--- config.mk ---
export PLATFORM = sky130hd
export DESIGN_NAME = scsr_top
export DESIGN_NICKNAME = d
export VERILOG_FILES = /design/src/rtl/scsr_tick.v /design/src/rtl/scsr_errcode.v /design/src/rtl/scsr_top.v
export VERILOG_INCLUDE_DIRS = /design/src /design/src/rtl
export SDC_FILE = /design/constraint.sdc
export NUM_CORES = 1
export LEC_CHECK = 0
export BUFFER_PORTS_ARGS = -buffer_cell sky130_fd_sc_hd__buf_4
export CORE_UTILIZATION = 50
export CTS_BUF_LIST = sky130_fd_sc_hd__clkbuf_8
export DETAILED_ROUTE_END_ITERATION = 6
export GPL_TIMING_DRIVEN = 0
export PLACE_DENSITY = 0.73
export SETUP_SLACK_MARGIN = 0.1
export SKIP_CTS_REPAIR_TIMING = 1
export SYNTH_ARGS = -nofsm -noshare
export SYNTH_HDL_FRONTEND = slang
export SYNTH_HIERARCHICAL = 1
export SYNTH_SLANG_ARGS = --single-unit
--- constraint.sdc ---
create_clock -name SYS_CLK -period 12.17 [get_ports SYS_CLK]
set_input_delay 0.6085 -clock SYS_CLK [delete_from_list [all_inputs] [get_ports SYS_CLK]]
set_output_delay 0.6085 -clock SYS_CLK [all_outputs]
set_load 0.01 [all_outputs]
--- src/rtl/scsr_defs.vh ---
/*
  constants of the serial channel string reader: register offsets, field
  positions, reset values, result codes and timing counts.
  assumes it is included by its bare name from rtl/ and holds definitions only.
*/
`ifndef SCSR_DEFS_VH
`define SCSR_DEFS_VH

// register byte offsets
`define SCSR_REG_CHAN 8'h00
`define SCSR_REG_TERM 8'h04
`define SCSR_REG_TMO 8'h08
`define SCSR_REG_READ 8'h0C
`define SCSR_REG_CANCEL 8'h10
`define SCSR_REG_RCVAR 8'h14
`define SCSR_REG_STATUS 8'h18
`define SCSR_REG_TMO_IND 8'h1C

// field positions
`define SCSR_CHAN_OPEN_BIT 0
`define SCSR_CHAN_CLOSE_BIT 1
`define SCSR_CHAN_NUM_LSB 4
`define SCSR_READ_GLOBAL_BIT 15

// reset values and timeout ceiling
`define SCSR_RST_TERM 8'h00
`define SCSR_RST_TMO 14'h0000
`define SCSR_RST_RCVAR 8'h63
`define SCSR_TMO_MAX 14'h26AC

// result codes
`define SCSR_RC_OK 5'h00
`define SCSR_RC_TIMEOUT 5'h01
`define SCSR_RC_CANCEL 5'h02
`define SCSR_RC_OC_OVERRUN 5'h03
`define SCSR_RC_OC_FRAME 5'h04
`define SCSR_RC_ABORT 5'h05
`define SCSR_RC_TASK_END 5'h06
`define SCSR_RC_OC_OTHER 5'h07
`define SCSR_RC_EX_OVERRUN 5'h08
`define SCSR_RC_EX_PARITY 5'h09
`define SCSR_RC_EX_FRAME 5'h0A
`define SCSR_RC_EX_OVERFLOW 5'h0B
`define SCSR_RC_EX_OTHER 5'h0C
`define SCSR_RC_EX_TMPQ 5'h15
`define SCSR_RC_EX_SLVQ 5'h16

// timing: tick period in ms, clock rate in kHz, tick in cycles
`define SCSR_TICK_MS 10
`define SCSR_CLK_KHZ 50000
`define SCSR_TICK_CYC (`SCSR_TICK_MS * `SCSR_CLK_KHZ)

`endif

--- src/rtl/scsr_tick.v ---
/*
  free running divider giving a one-cycle pulse every tick period.
  assumes an active-low reset whose release is already synchronised.
*/
`timescale 1ns/1ns
`default_nettype none
module scsr_tick #(
  parameter CNT_W = 20,
  parameter TICK_CYCLES = 500000
) (
  input wire clk,
  input wire rst_n,
  output reg tick
);
  localparam [31:0] LAST_FULL = TICK_CYCLES - 1; // end of the period, full width
  localparam [CNT_W-1:0] LAST = LAST_FULL[CNT_W-1:0]; // CNT_W is chosen wide enough
  reg [CNT_W-1:0] cnt; // cycles inside the current period

  // wrap at the end of the period and pulse once
  always @(posedge clk or negedge rst_n) begin
    if (!rst_n) begin
      cnt <= {CNT_W{1'b0}};
      tick <= 1'b0;
    end else if (cnt == LAST) begin
      cnt <= {CNT_W{1'b0}};
      tick <= 1'b1;
    end else begin
      cnt <= cnt + {{(CNT_W-1){1'b0}}, 1'b1};
      tick <= 1'b0;
    end
  end
endmodule
`default_nettype wire

--- src/rtl/scsr_errcode.v ---
/*
  maps the receive fault lines of the selected serial port to one result code.
  assumes fault lines are single-cycle flags from logic on the same clock.
*/
`timescale 1ns/1ns
`default_nettype none
`include "scsr_defs.vh"
module scsr_errcode (
  input wire exp_port,
  input wire [2:0] err_onchip,
  input wire [6:0] err_exp,
  output reg hit,
  output reg [4:0] code
);
  // lowest code wins when several faults arrive together
  always @* begin
    hit = 1'b1;
    code = `SCSR_RC_OK;
    if (!exp_port) begin
      if (err_onchip[0]) code = `SCSR_RC_OC_OVERRUN;
      else if (err_onchip[1]) code = `SCSR_RC_OC_FRAME;
      else if (err_onchip[2]) code = `SCSR_RC_OC_OTHER;
      else hit = 1'b0;
    end else begin
      if (err_exp[0]) code = `SCSR_RC_EX_OVERRUN;
      else if (err_exp[1]) code = `SCSR_RC_EX_PARITY;
      else if (err_exp[2]) code = `SCSR_RC_EX_FRAME;
      else if (err_exp[3]) code = `SCSR_RC_EX_OVERFLOW;
      else if (err_exp[4]) code = `SCSR_RC_EX_OTHER;
      else if (err_exp[5]) code = `SCSR_RC_EX_TMPQ;
      else if (err_exp[6]) code = `SCSR_RC_EX_SLVQ;
      else hit = 1'b0;
    end
  end
endmodule
`default_nettype wire

--- src/rtl/scsr_top.v ---
/*
  serial channel string reader: channel open/close, terminated string read
  into a column, read timeout, result code written back to a variable.
  assumes the serial port delivers bytes and fault flags on SYS_CLK, and that
  the variable store outside answers reads one cycle after the strobe.
*/
`timescale 1ns/1ns
`default_nettype none
`include "scsr_defs.vh"
module scsr_top #(
  parameter [3:0] OWN_CHAN = 4'h0,
  parameter EXP_PORT = 0,
  parameter TICK_CYCLES = `SCSR_TICK_CYC
) (
  input wire SYS_CLK,
  input wire RSTN,
  // register port
  // writes act on the edge that sees the strobe
  input wire [7:0] BUS_ADDR,
  input wire [15:0] BUS_WDATA,
  input wire BUS_WR,
  input wire BUS_RD,
  output reg [15:0] BUS_RDATA,
  // serial receive side
  input wire RX_VALID,
  input wire [7:0] RX_DATA,
  input wire [2:0] RX_ERR_ONCHIP,
  input wire [6:0] RX_ERR_EXP,
  // program engine events
  input wire PROG_ABORT,
  input wire TASK_END,
  // variable store
  // the store answers a read strobe with data in the following cycle
  output reg VAR_RD,
  output reg VAR_WR,
  output reg [7:0] VAR_ADDR,
  output reg [15:0] VAR_WDATA,
  input wire [15:0] VAR_RDATA,
  // column store
  output reg COL_WR,
  output reg COL_GLOBAL,
  output reg [9:0] COL_ADDR,
  output reg [7:0] COL_DATA,
  // status
  output reg CHAN_OPEN,
  output reg RX_ENABLE,
  output reg READ_BUSY,
  output reg READ_DONE,
  output reg [4:0] RESULT_CODE
);

  ////////////////////////////////////////////////////////////////////////////
  // states
  // the indirect timeout takes two states: the store answers a cycle after
  // its strobe, so the value can only be taken on the edge after that
  localparam [2:0] ST_IDLE = 3'h0; // waiting for a command
  localparam [2:0] ST_READ = 3'h1; // collecting bytes
  localparam [2:0] ST_REPORT = 3'h2; // writing the result code
  localparam [2:0] ST_FETCH = 3'h3; // store reads the timeout variable
  localparam [2:0] ST_LOAD = 3'h4; // timeout register takes the answer

  ////////////////////////////////////////////////////////////////////////////
  // reset release
  reg rst_meta; // first stage of reset release
  reg rst_n; // released reset used everywhere else

  // assert at once, release two edges later
  // every flop leaves reset on the same edge, so no half-released state
  // can be seen; the raw pin is read by these two flops only
  always @(posedge SYS_CLK or negedge RSTN) begin
    if (!RSTN) begin
      rst_meta <= 1'b0;
      rst_n <= 1'b0;
    end else begin
      rst_meta <= 1'b1;
      rst_n <= rst_meta;
    end
  end

  ////////////////////////////////////////////////////////////////////////////
  // register state
  // software settings first, then the state of the read in progress
  reg [7:0] term; // terminator byte
  reg [13:0] tmo; // read timeout in hundredths of a second
  reg [7:0] rc_var; // variable that receives the result code
  reg [2:0] state; // sequencer state
  // the running count is a copy, so a timeout written during a read only
  // applies to the next read
  reg [13:0] tmo_cnt; // remaining ticks of the running read, zero is endless
  reg [9:0] col_ptr; // next column to fill
  reg [4:0] code; // result of the current read

  ////////////////////////////////////////////////////////////////////////////
  // command decode
  // each command is one bus write; the offset names the command, and on the channel register the data bits pick open or close
  wire wr_chan = BUS_WR && (BUS_ADDR == `SCSR_REG_CHAN);
  wire wr_term = BUS_WR && (BUS_ADDR == `SCSR_REG_TERM);
  wire wr_tmo = BUS_WR && (BUS_ADDR == `SCSR_REG_TMO);
  wire wr_read = BUS_WR && (BUS_ADDR == `SCSR_REG_READ);
  wire wr_cancel = BUS_WR && (BUS_ADDR == `SCSR_REG_CANCEL);
  wire wr_rcvar = BUS_WR && (BUS_ADDR == `SCSR_REG_RCVAR);
  wire wr_tmo_ind = BUS_WR && (BUS_ADDR == `SCSR_REG_TMO_IND);
  // channel commands only act when the number names this channel
  wire chan_hit = (BUS_WDATA[`SCSR_CHAN_NUM_LSB+3:`SCSR_CHAN_NUM_LSB] == OWN_CHAN);
  wire open_cmd = wr_chan && chan_hit && BUS_WDATA[`SCSR_CHAN_OPEN_BIT];
  wire close_cmd = wr_chan && chan_hit && BUS_WDATA[`SCSR_CHAN_CLOSE_BIT];
  wire [9:0] read_col = BUS_WDATA[9:0];
  wire read_global = BUS_WDATA[`SCSR_READ_GLOBAL_BIT];

  ////////////////////////////////////////////////////////////////////////////
  // timeout value clamped to the allowed range
  // out-of-range values are held at the top rather than wrapped, so a
  // large setting never turns into a short one
  wire [13:0] tmo_from_bus;
  wire [13:0] tmo_from_var;
  assign tmo_from_bus = (BUS_WDATA > {2'h0, `SCSR_TMO_MAX}) ? `SCSR_TMO_MAX
                        : BUS_WDATA[13:0];
  assign tmo_from_var = (VAR_RDATA > {2'h0, `SCSR_TMO_MAX}) ? `SCSR_TMO_MAX
                        : VAR_RDATA[13:0];

  ////////////////////////////////////////////////////////////////////////////
  // helpers
  wire tick; // 10 ms pulse
  wire err_hit; // a receive fault this cycle
  wire [4:0] err_code; // its result code
  // faults and bytes count only while reception is on
  // a byte with reception off is lost; there is no buffer to keep it
  wire err_live = err_hit && RX_ENABLE;
  wire byte_live = RX_VALID && RX_ENABLE;

  // free-running tick: a read may start mid-period, so its first tick can
  // come early and a timeout of n ends between n-1 and n periods
  scsr_tick #(
    .CNT_W(20),
    .TICK_CYCLES(TICK_CYCLES)
  ) u_tick (
    .clk(SYS_CLK),
    .rst_n(rst_n),
    .tick(tick)
  );

  // fault flags of the selected port folded into one result code
  scsr_errcode u_err (
    .exp_port(EXP_PORT != 0),
    .err_onchip(RX_ERR_ONCHIP),
    .err_exp(RX_ERR_EXP),
    .hit(err_hit),
    .code(err_code)
  );

  ////////////////////////////////////////////////////////////////////////////
  // settings written by software
  // these hold their values across reads and across channel open or close
  always @(posedge SYS_CLK or negedge rst_n) begin
    if (!rst_n) begin
      term <= `SCSR_RST_TERM;
      tmo <= `SCSR_RST_TMO;
      rc_var <= `SCSR_RST_RCVAR;
    end else begin
      if (wr_term) begin
        term <= BUS_WDATA[7:0];
      end
      // only the read timer exists, upper operand bits count toward the clamp
      // a direct write in the load cycle wins: it is the newer setting
      if (wr_tmo) begin
        tmo <= tmo_from_bus;
      end else if (state == ST_LOAD) begin
        tmo <= tmo_from_var;
      end
      if (wr_rcvar) begin
        rc_var <= BUS_WDATA[7:0];
      end
    end
  end

  ////////////////////////////////////////////////////////////////////////////
  // read sequencer, channel state and all strobes to the stores
  // one process owns every output it drives, so no output has two writers
  // and every output leaves a flop directly
  always @(posedge SYS_CLK or negedge rst_n) begin
    if (!rst_n) begin
      state <= ST_IDLE;
      tmo_cnt <= 14'h0000;
      col_ptr <= 10'h000;
      code <= `SCSR_RC_OK;
      CHAN_OPEN <= 1'b0;
      RX_ENABLE <= 1'b0;
      READ_BUSY <= 1'b0;
      READ_DONE <= 1'b0;
      RESULT_CODE <= `SCSR_RC_OK;
      VAR_RD <= 1'b0;
      VAR_WR <= 1'b0;
      VAR_ADDR <= 8'h00;
      VAR_WDATA <= 16'h0000;
      COL_WR <= 1'b0;
      COL_GLOBAL <= 1'b0;
      COL_ADDR <= 10'h000;
      COL_DATA <= 8'h00;
    end else begin
      // strobes last one cycle
      VAR_RD <= 1'b0;
      VAR_WR <= 1'b0;
      COL_WR <= 1'b0;
      READ_DONE <= 1'b0;
      case (state)
        ST_IDLE: begin
          if (wr_read) begin
            READ_BUSY <= 1'b1;
            COL_GLOBAL <= read_global;
            if (read_col == 10'h000) begin
              // dummy read: nothing buffered is kept, receive goes off
              // there is no buffer here, so clearing it costs nothing
              RX_ENABLE <= 1'b0;
              code <= `SCSR_RC_OK;
              state <= ST_REPORT;
            end else if (!CHAN_OPEN) begin
              // a closed channel can never deliver, fail at once
              // report anyway so the program is never left waiting
              code <= (EXP_PORT != 0) ? `SCSR_RC_EX_OTHER : `SCSR_RC_OC_OTHER;
              state <= ST_REPORT;
            end else begin
              col_ptr <= read_col;
              // the count is loaded only at the start of a read
              tmo_cnt <= tmo;
              state <= ST_READ;
            end
          end else if (wr_tmo_ind) begin
            // strobe the store now; its answer is taken two edges later
            // a read written while the fetch runs is not seen: keep them apart
            VAR_ADDR <= BUS_WDATA[7:0];
            VAR_RD <= 1'b1;
            state <= ST_FETCH;
          end else if (PROG_ABORT || TASK_END || err_live) begin
            // no read waiting: the fault still shuts reception
            // and no result is written, since nothing waits for one
            RX_ENABLE <= 1'b0;
          end
        end
        ST_FETCH: begin
          // the strobe is out this cycle; the answer stands in the next one
          state <= ST_LOAD;
        end
        ST_LOAD: begin
          // timeout register takes the variable contents on this edge
          state <= ST_IDLE;
        end
        ST_READ: begin
          if (PROG_ABORT) begin
            // abort outranks all: the program that waits is gone
            code <= `SCSR_RC_ABORT;
            RX_ENABLE <= 1'b0;
            state <= ST_REPORT;
          end else if (TASK_END) begin
            // the task that issued the read has ended: stop receiving
            code <= `SCSR_RC_TASK_END;
            RX_ENABLE <= 1'b0;
            state <= ST_REPORT;
          end else if (err_live) begin
            // every port fault ends the read and shuts reception
            // the byte of a faulty cycle is not stored
            code <= err_code;
            RX_ENABLE <= 1'b0;
            state <= ST_REPORT;
          end else if (wr_cancel) begin
            // reception stays on; later bytes find no read and are dropped
            code <= `SCSR_RC_CANCEL;
            state <= ST_REPORT;
          end else if (byte_live) begin
            // the terminator is stored too, then the read is complete
            COL_WR <= 1'b1;
            COL_ADDR <= col_ptr;
            COL_DATA <= RX_DATA;
            col_ptr <= col_ptr + 10'h001;
            if (RX_DATA == term) begin
              code <= `SCSR_RC_OK;
              state <= ST_REPORT;
            end else if (tick && (tmo_cnt == 14'h0001)) begin
              // last tick together with a plain byte: byte kept, wait ends
              code <= `SCSR_RC_TIMEOUT;
              state <= ST_REPORT;
            end
            // a tick that meets a byte still counts, so timing never stretches
            if (tick && (tmo_cnt != 14'h0000)) begin
              tmo_cnt <= tmo_cnt - 14'h0001;
            end
          end else if (tick && (tmo_cnt != 14'h0000)) begin
            // a zero count never runs down, so the wait is endless
            // the count reaches zero on this tick and the wait ends
            if (tmo_cnt == 14'h0001) begin
              code <= `SCSR_RC_TIMEOUT;
              state <= ST_REPORT;
            end
            tmo_cnt <= tmo_cnt - 14'h0001;
          end
        end
        ST_REPORT: begin
          // codes 13 to 20 have no source here and so never appear
          // one write of the code, then idle: a result is never written twice
          VAR_ADDR <= rc_var;
          VAR_WDATA <= {11'h000, code};
          VAR_WR <= 1'b1;
          RESULT_CODE <= code;
          READ_DONE <= 1'b1;
          READ_BUSY <= 1'b0;
          state <= ST_IDLE;
        end
        default: begin
          // unused codes go home rather than lock up
          state <= ST_IDLE;
        end
      endcase
      // channel commands come last so software has the final word
      // close wins over open when both bits are set in one write
      if (close_cmd) begin
        CHAN_OPEN <= 1'b0;
        RX_ENABLE <= 1'b0;
      end else if (open_cmd) begin
        CHAN_OPEN <= 1'b1;
        RX_ENABLE <= 1'b1;
      end
    end
  end

  ////////////////////////////////////////////////////////////////////////////
  // read data, valid in the cycle after the strobe only
  // zero outside that cycle, so a stale value is never taken for data
  always @(posedge SYS_CLK or negedge rst_n) begin
    if (!rst_n) begin
      BUS_RDATA <= 16'h0000;
    end else if (BUS_RD) begin
      case (BUS_ADDR)
        `SCSR_REG_TERM: BUS_RDATA <= {8'h00, term};
        `SCSR_REG_TMO: BUS_RDATA <= {2'h0, tmo};
        `SCSR_REG_RCVAR: BUS_RDATA <= {8'h00, rc_var};
        `SCSR_REG_STATUS: begin
          BUS_RDATA <= {8'h00, RESULT_CODE, READ_BUSY, RX_ENABLE, CHAN_OPEN};
        end
        default: BUS_RDATA <= 16'h0000; // write-only or unmapped
      endcase
    end else begin
      BUS_RDATA <= 16'h0000;
    end
  end

endmodule
`default_nettype wire

==> qor.tcl, run 1 <==
set qor(rr_endpoint) {tmo_cnt[6]}
set qor(clock_tree.root_cell) {sky130_fd_sc_hd__clkbuf_8}
set qor(class_of_the_most_critical_setup_path) {reg -> reg}
set qor(tritoncts.num_buffers) 17
set qor(p_comb_share_pct) 28.8
set qor(route.final.wire_length_um) 20500
set qor(diode_count) 0
set qor(n_fill_cell) 1167
set qor(clock_power_share_pct) 26.6
set qor(setup.worst_path.end_class) {flop}
set qor(r2r-start) {state[0]}
set qor(chipWidth_um) 122
set qor(synthesis.area_per_instance_um2) 10.0
set qor(detail_route.drc_violations) 0
set qor(routed_wire_length_per_instance_um) 19.2
set qor(yosysTopAreaCell) {sky130_fd_sc_hd__dfrtp_1}
set qor(vias_in_the_first_global_route) 6161
set qor(async_flop_share_pct) 100
set qor(grt_setup_unrepaired) {no}
set qor(clk_pin_slew_ns) 0.09
set qor(row_count) 43
set qor(cap_violations) 0
set qor(layout-drive-gt1-share_pct) 26.9
set qor(final_area_mm2) 0.00879
set qor(r2r_slack_ns) 9.70
set qor(global_route.overflow_total) 0
set qor(num_vias) 6398
set qor(ys_ff_latch) 137
set qor(post-place-cells) 1034
set qor(fin_ws_ns) 9.70
set qor(timing.hold.worst.class) {in -> reg}
set qor(cellInternalPower_uw) 930
set qor(final_report_setup_violation_count) 0
set qor(power.density_cell_area_mw_per_mm2) 167
set qor(synthTopCellsByArea) {sky130_fd_sc_hd__dfrtp_1 47%, sky130_fd_sc_hd__mux2_2 5.7%, sky130_fd_sc_hd__a21oi_1 3.7%, sky130_fd_sc_hd__o21ai_0 3.1%, sky130_fd_sc_hd__a22oi_1 2.4%}
set qor(clock_net_sink_count) 137
set qor(post-place-ws_ns) 9.40
set qor(clock.fmax_mhz) 405
set qor(power.switching_fraction_pct) 36.8
set qor(worst-r2r-cell-count) 7
set qor(arrival_time_reported_for_the_critical_path_endpoint_ns) 2.80
set qor(fin_setup_tns_ns) 0
set qor(min_delay_path_depth) 2
set qor(final_net_count) 944
set qor(maxSlewHeadroom_pct) 39.2
set qor(groute.usage.overall_pct) 28.9
set qor(switchingPower_uw) 541
set qor(die_y_um) 122
set qor(vdd_drop_max_mv) 0.116
set qor(crit_fanout) 10
set qor(cts_max_path_buffers) 2
set qor(grt_pass1_wl_um) 32200
set qor(hold_slack_ns) 0.356
set qor(yosys_warnings) 6
set qor(final-instance-count-excl-fill) 1067
set qor(synth.distinct_cells) 75
set qor(port-buffer-count) 117
set qor(drtAntennaViolNets) 0
set qor(run_status) {complete, no violations}
set qor(total_power_mw) 1.47
set qor(post-route-util_pct) 63.1
set qor(mostFrequentLayoutCells) {137 x sky130_fd_sc_hd__buf_4, 132 x sky130_fd_sc_hd__dfrtp_1, 53 x sky130_fd_sc_hd__a21oi_1}
set qor(setup.worst_path.start_class) {flop}
set qor(vias_per_cell) 6.00
set qor(detailedRoute.firstPassIterationCount) 7
set qor(grt_max_degree) 72
set qor(placement.cell_area_mm2) 0.00836
set qor(floorplan.core_area_mm2) 0.0139
set qor(dominantRegCellSynth) {sky130_fd_sc_hd__dfrtp_1}
set qor(tightestPinTransition_ns) 0.904
set qor(gp_congestion) 0.909
set qor(leakagePower_nw) 4.05
set qor(syn-cell-area_mm2) 0.00715
set qor(synth.top_cell.area_share_pct) 46.6
set qor(finalClockSkew_ns) 0.0136
set qor(synth-edff-count) 0
set qor(cts_tree) {yes}
set qor(cts_max_level) 4
set qor(syn_inst) 715
set qor(pin_count) 136
set qor(worstHoldStart) {VAR_RDATA[6]}
set qor(critical_path_required_ns) 12.50
set qor(post_dp_hpwl_um) 15000
set qor(synth-seq-area-share_pct) 48.0
set qor(seq_power_share_pct) 44.7
set qor(antenna_found_initial) 0
set qor(clk-insertion-delay-late_ns) 0.47
set qor(hold-path-endpoint) {tmo[6]}
set qor(slew_viol_final) 0
set qor(first_iter_violations) 453
set qor(finalHoldViolations) 0
set qor(start_util_pct) 51.3
set qor(synthToLayoutAreaGrowth_pct) 22.9
set qor(floorplan.die_area_mm2) 0.0148
set qor(final_min_period_over_clock_period_pct) 20.3
set qor(post_layout_min_period_ns) 2.47
set qor(layout_commonest_cell) {sky130_fd_sc_hd__buf_4}
-- worst max path at each step --
stage / startpoint / end / slack [ns] / cells after the start
4_1_cts: tmo_cnt[1] / code[1] / 9.72 / 8
2_1_floorplan: rst_n / BUS_RDATA[0] / 8.08 / 0
3_5_place_dp: BUS_WDATA[4] / tmo_cnt[3] / 9.40 / 7
3_3_place_gp: rst_n / COL_ADDR[4] / 6.67 / 0
6_report: state[0] / tmo_cnt[6] / 9.70 / 7
5_1_grt: state[0] / tmo_cnt[2] / 9.57 / 7
-- critical path: stages, from the launching register on --
cell                       delay [ns]
sky130_fd_sc_hd__dfrtp_1         0.46
sky130_fd_sc_hd__clkbuf_1        0.37
sky130_fd_sc_hd__and2_1          0.38
sky130_fd_sc_hd__buf_2           0.29
sky130_fd_sc_hd__clkbuf_1        0.44
sky130_fd_sc_hd__o31ai_1         0.16
sky130_fd_sc_hd__a21oi_1         0.17
sky130_fd_sc_hd__a21oi_1         0.05
-- metal layers --
metal / vias up / share of wire [%] / track usage (%)
met5: - / 0 / 0
met4: 0 / 2.8 / 13.3
met3: 50 / 6.6 / 5.95
met2: 293 / 47 / 46.0
met1: 3135 / 43 / 37.8
li1: 2920 / - / -
-- cells by family after synthesis --
family	after synthesis	synth area share, %
adder cells (fa/ha/maj)	5	0.875
AO/OA/AOI/OAI	191	17.0
other	2	0.105
flip-flops	137	48.0
AND/OR/NAND/NOR	242	19.4
XOR/XNOR	22	2.70
multiplexers	46	7.09
buffers and inverters	70	4.85
-- power by group through the flow --
| stage | Combinational, mW | Sequential [mW] | Clock, mW |
|---|---|---|---|
| detailed placement | 0.416 | 0.662 | 0 |
| global placement | 0.403 | 0.663 | 0 |
| finish | 0.423 | 0.657 | 0.391 |
| global route | 0.465 | 0.667 | 0.415 |
| floorplan | 0.280 | 0.629 | 0 |
| CTS | 0.420 | 0.653 | 0.395 |
-- area by class of cell --
type / instances / area (um2) / share of cell area [%]
clock inverters: 12 / 140 / 1.59
flip-flops and latches: 137 / 3440 / 39.1
plain buffers: 53 / 283 / 3.22
multi-input cells: 529 / 3450 / 39.2
repair buffers: 119 / 916 / 10.4
well taps: 180 / 225 / 2.56
inverters: 17 / 63.8 / 0.726
clock buffers: 20 / 275 / 3.13
-- flip-flops by register name, indices dropped and copies added, names as in the netlist, 3 cells and up --
register     count
term             8
rc_var           8
BUS_RDATA       14
COL_DATA         8
state            3
col_ptr         10
COL_ADDR        10
u_tick/cnt      20
code             5
RESULT_CODE      5
tmo             14
tmo_cnt         14
VAR_ADDR         8
-- Yosys cell counts, drive strengths merged, types with 7 or more instances --
| cell type | instances |
|---|---|
| nor4 | 16 |
| or3 | 7 |
| mux2 | 37 |
| dfrtp | 133 |
| a21oi | 54 |
| buf | 28 |
| nand4 | 17 |
| a22oi | 23 |
| nor3b | 7 |
| xnor2 | 16 |
| a21o | 7 |
| o22ai | 11 |
| nor2 | 47 |
| inv | 17 |
| mux2i | 9 |
| nand2 | 43 |
| nor3 | 18 |
| nand3 | 29 |
| nor2b | 7 |
| clkbuf | 25 |
| o21ai | 45 |
| and3 | 18 |
| or2 | 7 |
| a31oi | 8 |
Note: power is estimated with default switching activity, not from simulation.
==> run 2: changes to the inputs <==
- PLACE_DENSITY: 0.73 -> 0.76
- clock period: 12.17 -> 2.1 ns (I/O delays scaled with it)
==> qor.tcl, run 2 (synthesized netlist as in run 1, its figures left out) <==
set qor(p_comb_share_pct) 32.2 ;# was 28.8%
set qor(clock_net_sink_count) 137 ;# unchanged
set qor(clock_power_share_pct) 23.7 ;# was 26.6%
set qor(cts_max_level) 4 ;# unchanged
set qor(cap_violations) 0 ;# unchanged
set qor(hold-path-endpoint) {tmo[0]} ;# was tmo[6]
set qor(port-buffer-count) 117 ;# unchanged
set qor(gp_congestion) 0.941 ;# was 0.909
set qor(antenna_found_initial) 0 ;# unchanged
set qor(combined_area_of_the_multi_input_logic_cells_mm2) 0.00356 ;# was 0.00345 mm2
set qor(worst-r2r-cell-count) 8 ;# was 7
set qor(hold_slack_ns) -0.0498 ;# was 0.356 ns
set qor(clk_pin_slew_ns) 0.08 ;# was 0.09 ns
set qor(floorplan.die_area_mm2) 0.0148 ;# unchanged
set qor(final_min_period_over_clock_period_pct) 101 ;# was 20.3%
set qor(grt_setup_unrepaired) {yes} ;# was no
set qor(rr_endpoint) {code[1]} ;# was tmo_cnt[6]
set qor(tritoncts.num_buffers) 17 ;# unchanged
set qor(final_report_setup_violation_count) 2 ;# was 0
set qor(cts_tree) {yes} ;# unchanged
set qor(synthToLayoutAreaGrowth_pct) 29.5 ;# was 22.9%
set qor(route.final.wire_length_um) 20500 ;# about the same
set qor(class_of_the_most_critical_setup_path) {reg -> reg} ;# unchanged
set qor(routed_wire_length_per_instance_um) 18.5 ;# was 19.2 um
set qor(placement.cell_area_mm2) 0.00839 ;# was 0.00836 mm2
set qor(setup.worst_path.start_class) {flop} ;# unchanged
set qor(num_vias) 6491 ;# was 6398
set qor(slew_viol_final) 0 ;# unchanged
set qor(diode_count) 0 ;# unchanged
set qor(cts_max_path_buffers) 2 ;# unchanged
set qor(leakagePower_nw) 4.28 ;# was 4.05 nW
set qor(seq_power_share_pct) 44.1 ;# was 44.7%
set qor(clk-insertion-delay-late_ns) 0.46 ;# was 0.47 ns
set qor(critical_path_required_ns) 2.48 ;# was 12.50 ns
set qor(cellInternalPower_mw) 5.44 ;# was 930 uW
set qor(first_iter_violations) 629 ;# was 453
set qor(floorplan.core_area_mm2) 0.0139 ;# unchanged
set qor(pin_count) 136 ;# unchanged
set qor(run_status) {complete, but fails checks} ;# was complete, no violations
set qor(clock.fmax_mhz) 470 ;# was 405 MHz
set qor(global_route.overflow_total) 0 ;# unchanged
set qor(total_power_mw) 8.58 ;# was 1.47 mW
set qor(vias_in_the_first_global_route) 5897 ;# was 6161
set qor(maxSlewHeadroom_pct) 43.4 ;# was 39.2%
set qor(post_dp_hpwl_um) 14300 ;# was 15000 um
set qor(number_of_flip_flops_in_the_largest_register) 20 ;# unchanged
set qor(post_layout_min_period_ns) 2.13 ;# was 2.47 ns
set qor(vdd_drop_max_mv) 0.534 ;# was 0.116 mV
set qor(fin_ws_ns) -0.0275 ;# was 9.70 ns
set qor(power.switching_fraction_pct) 36.6 ;# was 36.8%
set qor(start_util_pct) 51.3 ;# unchanged
set qor(final_area_mm2) 0.00926 ;# was 0.00879 mm2
set qor(fin_setup_tns_ns) -0.0314 ;# was 0 ns
set qor(layout_commonest_cell) {sky130_fd_sc_hd__buf_4} ;# unchanged
set qor(detailedRoute.firstPassIterationCount) 5 ;# was 7
set qor(violations) {hold timing, setup timing}
set qor(r2r-start) {tmo_cnt[1]} ;# was state[0]
set qor(grt_pass1_wl_um) 31200 ;# was 32200 um
set qor(detail_route.drc_violations) 0 ;# unchanged
set qor(finalHoldViolations) 2 ;# was 0
set qor(grt_max_degree) 60 ;# was 72
set qor(arrival_time_reported_for_the_critical_path_endpoint_ns) 2.51 ;# was 2.80 ns
set qor(drtAntennaViolNets) 0 ;# unchanged
set qor(tightestPinTransition_ns) 0.837 ;# was 0.904 ns
set qor(n_fill_cell) 1100 ;# was 1167
set qor(min_delay_path_depth) 3 ;# was 2
set qor(switchingPower_mw) 3.14 ;# was 541 uW
set qor(layout-drive-gt1-share_pct) 30.5 ;# was 26.9%
set qor(finalClockSkew_ns) 0.0128 ;# was 0.0136 ns
set qor(power.density_cell_area_mw_per_mm2) 927 ;# was 167 mW/mm2
set qor(worstHoldStart) {VAR_RDATA[0]} ;# was VAR_RDATA[6]
set qor(vias_per_cell) 5.88 ;# was 6.00
set qor(timing.hold.worst.class) {in -> reg} ;# unchanged
set qor(final_net_count) 981 ;# was 944
set qor(post-route-util_pct) 66.4 ;# was 63.1%
set qor(die_y_um) 122 ;# unchanged
set qor(row_count) 43 ;# unchanged
set qor(crit_fanout) 5 ;# was 10
set qor(setup.worst_path.end_class) {flop} ;# unchanged
set qor(clock_tree.root_cell) {sky130_fd_sc_hd__clkbuf_8} ;# unchanged
set qor(mostFrequentLayoutCells) {149 x sky130_fd_sc_hd__buf_4, 125 x sky130_fd_sc_hd__dfrtp_1, 52 x sky130_fd_sc_hd__a21oi_1} ;# was 137 x sky130_fd_sc_hd__buf_4, 132 x sky130_fd_sc_hd__dfrtp_1, 53 x sky130_fd_sc_hd__a21oi_1
set qor(chipWidth_um) 122 ;# unchanged
set qor(r2r_slack_ns) -0.03 ;# was 9.70 ns
set qor(groute.usage.overall_pct) 27.9 ;# was 28.9%
set qor(regArea_mm2) 0.00345 ;# was 0.00344 mm2
set qor(top_register) {u_tick/cnt} ;# unchanged
[run 2: cell count changes in the layout (fill, tap and decap cells not counted), moves of 3 or more]
| cell | before | now |
|---|---|---|
| sky130_fd_sc_hd__dfrtp_2 | 0 | 7 |
| sky130_fd_sc_hd__dfrtp_1 | 132 | 125 |
| sky130_fd_sc_hd__clkinv_2 | 1 | 6 |
| sky130_fd_sc_hd__clkinv_4 | 4 | 1 |
| sky130_fd_sc_hd__clkbuf_2 | 0 | 7 |
| sky130_fd_sc_hd__clkbuf_1 | 25 | 16 |
| sky130_fd_sc_hd__dlygate4sd3_1 | 1 | 27 |
| sky130_fd_sc_hd__buf_4 | 137 | 149 |
[run 2: area by class of cell]
| cell class | instances | area share [%] |
|---|---|---|
| Multi-Input combinational cell | 529 | 38.5 |
| Sequential cell | 137 | 37.2 |
| Timing Repair Buffer | 156 | 13.9 |
| Buffer | 53 | 3.34 |
| Clock buffer | 19 | 2.83 |
| Tap cell | 180 | 2.43 |
| Clock inverter | 13 | 1.12 |
| Inverter | 17 | 0.689 |
[run 2: metal layers]
metal  vias to the layer above  wire, um  global-route usage (%)
met2                       295      9670                    43.0
met4                         0       640                    12.5
met5                         -         0                       0
met3                        58      1510                    5.95
met1                      3142      8640                    38.0
li1                       2996         -                       -
[run 2: worst max-delay path: stages, from the launching register on]
cell,delay (ns)
sky130_fd_sc_hd__dfrtp_2,0.42
sky130_fd_sc_hd__inv_2,0.08
sky130_fd_sc_hd__ha_1,0.13
sky130_fd_sc_hd__nor4bb_2,0.20
sky130_fd_sc_hd__nand4_1,0.20
sky130_fd_sc_hd__o2111a_1,0.32
sky130_fd_sc_hd__a211oi_4,0.24
sky130_fd_sc_hd__nor2b_4,0.25
sky130_fd_sc_hd__mux2i_1,0.21
[run 2: power groups by stage]
stage                     Sequential, mW  Clock, mW  Combinational (mW)
after global routing                3.85       2.15                3.00
after CTS                           3.75       2.06                2.43
after detailed placement            3.79          0                2.42
after floorplan                     3.64          0                1.62
after global placement              3.83          0                2.31
final                               3.78       2.03                2.77
[run 2: worst max path at each step]
stage,depth (start not counted),startpoint,to
4_1_cts,8,tmo_cnt[1],code[1]
5_1_grt,8,tmo_cnt[1],code[1]
6_report,8,tmo_cnt[1],code[1]
3_3_place_gp,8,tmo_cnt[1],code[1]
2_1_floorplan,8,tmo_cnt[1],code[1]
3_5_place_dp,8,tmo_cnt[1],code[1]
[run 2: metrics by stage]
stage / worst slack [ns] / std cells
4_1_cts: -0.250 / 1067
6_report: -0.0275 / 1104
3_3_place_gp: -0.203 / 1033
5_1_grt: -0.111 / 1104
3_5_place_dp: -0.215 / 1035
2_1_floorplan: 0.107 / 736
==> run 3: changes to the inputs <==
- CORE_MARGIN: default -> 2
- PLACE_DENSITY: 0.76 -> 0.73
- clock period: 2.1 -> 2.2 ns (I/O delays scaled with it)
==> qor.tcl, run 3 (synthesized netlist as in run 1, its figures left out) <==
set qor(synthToLayoutAreaGrowth_pct) 28.1 ;# was 29.5%
set qor(tritoncts.num_buffers) 17 ;# unchanged
set qor(setup.worst_path.end_class) {flop} ;# unchanged
set qor(groute.usage.overall_pct) 28.3 ;# was 27.9%
set qor(slowest_cell_on_the_critical_path) {sky130_fd_sc_hd__dfrtp_2} ;# unchanged
set qor(diode_count) 0 ;# unchanged
set qor(arrival_time_reported_for_the_critical_path_endpoint_ns) 2.56 ;# was 2.51 ns
set qor(floorplan.core_area_mm2) 0.0139 ;# unchanged
set qor(top_signal_layer_used) {met4} ;# unchanged
set qor(dr_wl_met2_um) 10400 ;# was 9670 um
set qor(gp_congestion) 0.929 ;# was 0.941
set qor(slew_viol_final) 0 ;# unchanged
set qor(floorplan.die_area_mm2) 0.0153 ;# was 0.0148 mm2
set qor(detail_route.drc_violations) 0 ;# unchanged
set qor(critical_path_required_ns) 2.58 ;# was 2.48 ns
set qor(timing.critical_path.cells) {nor4_4, nand4_1, o2111a_1, a211oi_4, nor2b_4, mux2i_1} ;# was inv_2, ha_1, nor4bb_2, nand4_1, o2111a_1, a211oi_4, nor2b_4, mux2i_1
set qor(grt_pass1_wl_um) 32600 ;# was 31200 um
set qor(drtAntennaViolNets) 0 ;# unchanged
set qor(cts_tree) {yes} ;# unchanged
set qor(worst_path_dominant_cell_family) {simple AND/OR/NAND/NOR gates} ;# unchanged
set qor(setup.worst_path.start_class) {flop} ;# unchanged
set qor(post_layout_min_period_ns) 2.18 ;# was 2.13 ns
set qor(grt_setup_unrepaired) {yes} ;# unchanged
set qor(finalClockSkew_ns) 0.0126 ;# was 0.0128 ns
set qor(finalHoldViolations) 0 ;# was 2
set qor(cts_max_level) 4 ;# unchanged
set qor(post-place-cells) 1035 ;# unchanged
set qor(clock_net_sink_count) 137 ;# unchanged
set qor(num_vias) 6621 ;# was 6491
set qor(cap_violations) 0 ;# unchanged
set qor(cts_max_path_buffers) 2 ;# unchanged
set qor(antenna_found_initial) 0 ;# unchanged
set qor(tightestPinTransition_ns) 0.893 ;# was 0.837 ns
set qor(layout_commonest_cell) {sky130_fd_sc_hd__buf_4} ;# unchanged
set qor(final_report_setup_violation_count) 0 ;# was 2
set qor(critical_path.max_stage_delay_ns) 0.45 ;# was 0.42 ns
set qor(clock_tree.root_cell) {sky130_fd_sc_hd__clkbuf_8} ;# unchanged
set qor(final_net_count) 976 ;# was 981
set qor(grt_max_degree) 64 ;# was 60
set qor(final_min_period_over_clock_period_pct) 99.1 ;# was 101%
set qor(global_route.overflow_total) 0 ;# unchanged
set qor(vias_per_cell) 6.02 ;# was 5.88
set qor(detail_route_met3_wl_um) 1470 ;# was 1510 um
set qor(clock.fmax_mhz) 459 ;# was 470 MHz
set qor(detailedRoute.firstPassIterationCount) 7 ;# was 5
set qor(first_iter_violations) 622 ;# was 629
set qor(post_dp_hpwl_um) 15300 ;# was 14300 um
set qor(maxSlewHeadroom_pct) 39.6 ;# was 43.4%
set qor(class_of_the_most_critical_setup_path) {reg -> reg} ;# unchanged
set qor(number_of_flip_flops_in_the_largest_register) 20 ;# unchanged
set qor(power.density_cell_area_mw_per_mm2) 886 ;# was 927 mW/mm2
set qor(hold_slack_ns) 0.00121 ;# was -0.0498 ns
set qor(crit_buf_inv) 0 ;# was 1
set qor(pin_count) 136 ;# unchanged
set qor(route.final.wire_length_um) 21300 ;# was 20500 um
set qor(die_y_um) 124 ;# was 122 um
set qor(clk-insertion-delay-late_ns) 0.46 ;# about the same
set qor(final-instance-count-excl-fill) 1099 ;# was 1104
set qor(vdd_drop_max_mv) 0.556 ;# was 0.534 mV
set qor(crit_fanout) 5 ;# unchanged
set qor(routed_wire_length_per_instance_um) 19.4 ;# was 18.5 um
set qor(layout-drive-gt1-share_pct) 28.7 ;# was 30.5%
set qor(m1WireLength_um) 9000 ;# was 8640 um
set qor(leakagePower_nw) 4.25 ;# was 4.28 nW
set qor(row_count) 43 ;# unchanged
set qor(run_status) {complete, no violations} ;# was complete, but fails checks
set qor(port-buffer-count) 117 ;# unchanged
set qor(top_register) {u_tick/cnt} ;# unchanged
set qor(clk_pin_slew_ns) 0.07 ;# was 0.08 ns
set qor(chipWidth_um) 124 ;# was 122 um
set qor(start_util_pct) 51.3 ;# unchanged
set qor(timing.hold.worst.class) {in -> reg} ;# unchanged
set qor(vias_in_the_first_global_route) 6254 ;# was 5897
set qor(mostFrequentLayoutCells) {143 x sky130_fd_sc_hd__buf_4, 127 x sky130_fd_sc_hd__dfrtp_1, 53 x sky130_fd_sc_hd__a21oi_1} ;# was 149 x sky130_fd_sc_hd__buf_4, 125 x sky130_fd_sc_hd__dfrtp_1, 52 x sky130_fd_sc_hd__a21oi_1
run 3: cell type report:
cell class	count	area [um2]
Clock buffer	20	275
Inverter	17	63.8
Buffer	53	295
Timing Repair Buffer	151	1240
Clock inverter	12	85.1
Tap cell	180	225
Sequential cell	137	3440
Fill cell	1127	4770
Multi-Input combinational cell	529	3530
run 3: worst reg2reg max path, cell delays in order, from the launching register on:
cell                       delay (ns)
sky130_fd_sc_hd__dfrtp_2         0.45
sky130_fd_sc_hd__nor4_4          0.34
sky130_fd_sc_hd__nand4_1         0.27
sky130_fd_sc_hd__o2111a_1        0.35
sky130_fd_sc_hd__a211oi_4        0.23
sky130_fd_sc_hd__nor2b_4         0.25
sky130_fd_sc_hd__mux2i_1         0.21
run 3: stage by stage:
step                setup WS, ns  utilization [%]  total power, mW  setup TNS, ns  cell area (um2)
finish                    0.0209             65.7             8.12              0             9160
global route              -0.127             65.7             8.58         -0.435             9160
floorplan                  0.207                -             5.02              0             7230
detailed placement        -0.171             60.2             6.00          -1.99             8390
global placement          -0.232             59.8             5.92          -3.17             8330
CTS                       -0.212             62.8             7.90          -2.44             8750
run 3: power by group:
group          leakage [nW]  switching [mW]  internal [mW]  total, mW
logic                  2.28            1.38           1.17       2.55
clock network         0.199           0.950          0.954       1.90
registers              1.77           0.656           3.01       3.66
total                  4.25            2.98           5.13       8.12
run 3: path summary, 6_finish.rpt:
kind                               start           end  slack (ns)  depth (start not counted)
setup / recovery              tmo_cnt[6]       code[1]        0.02                          6
hold / removal             VAR_RDATA[13]       tmo[13]       0.001                          3
setup reg to reg              tmo_cnt[6]       code[1]        0.02                          6
hold reg to reg                    rst_n  BUS_RDATA[4]        0.27                          0
max in group asynchronous          rst_n   COL_ADDR[2]        0.98                          2
min in group asynchronous          rst_n  BUS_RDATA[4]        0.27                          0
run 3: layer usage:
metal	GRT usage, %	vias up
li1	-	2980
met1	37.6	3303
met2	45.1	300
met3	5.72	38
met4	11.6	0
met5	0	-
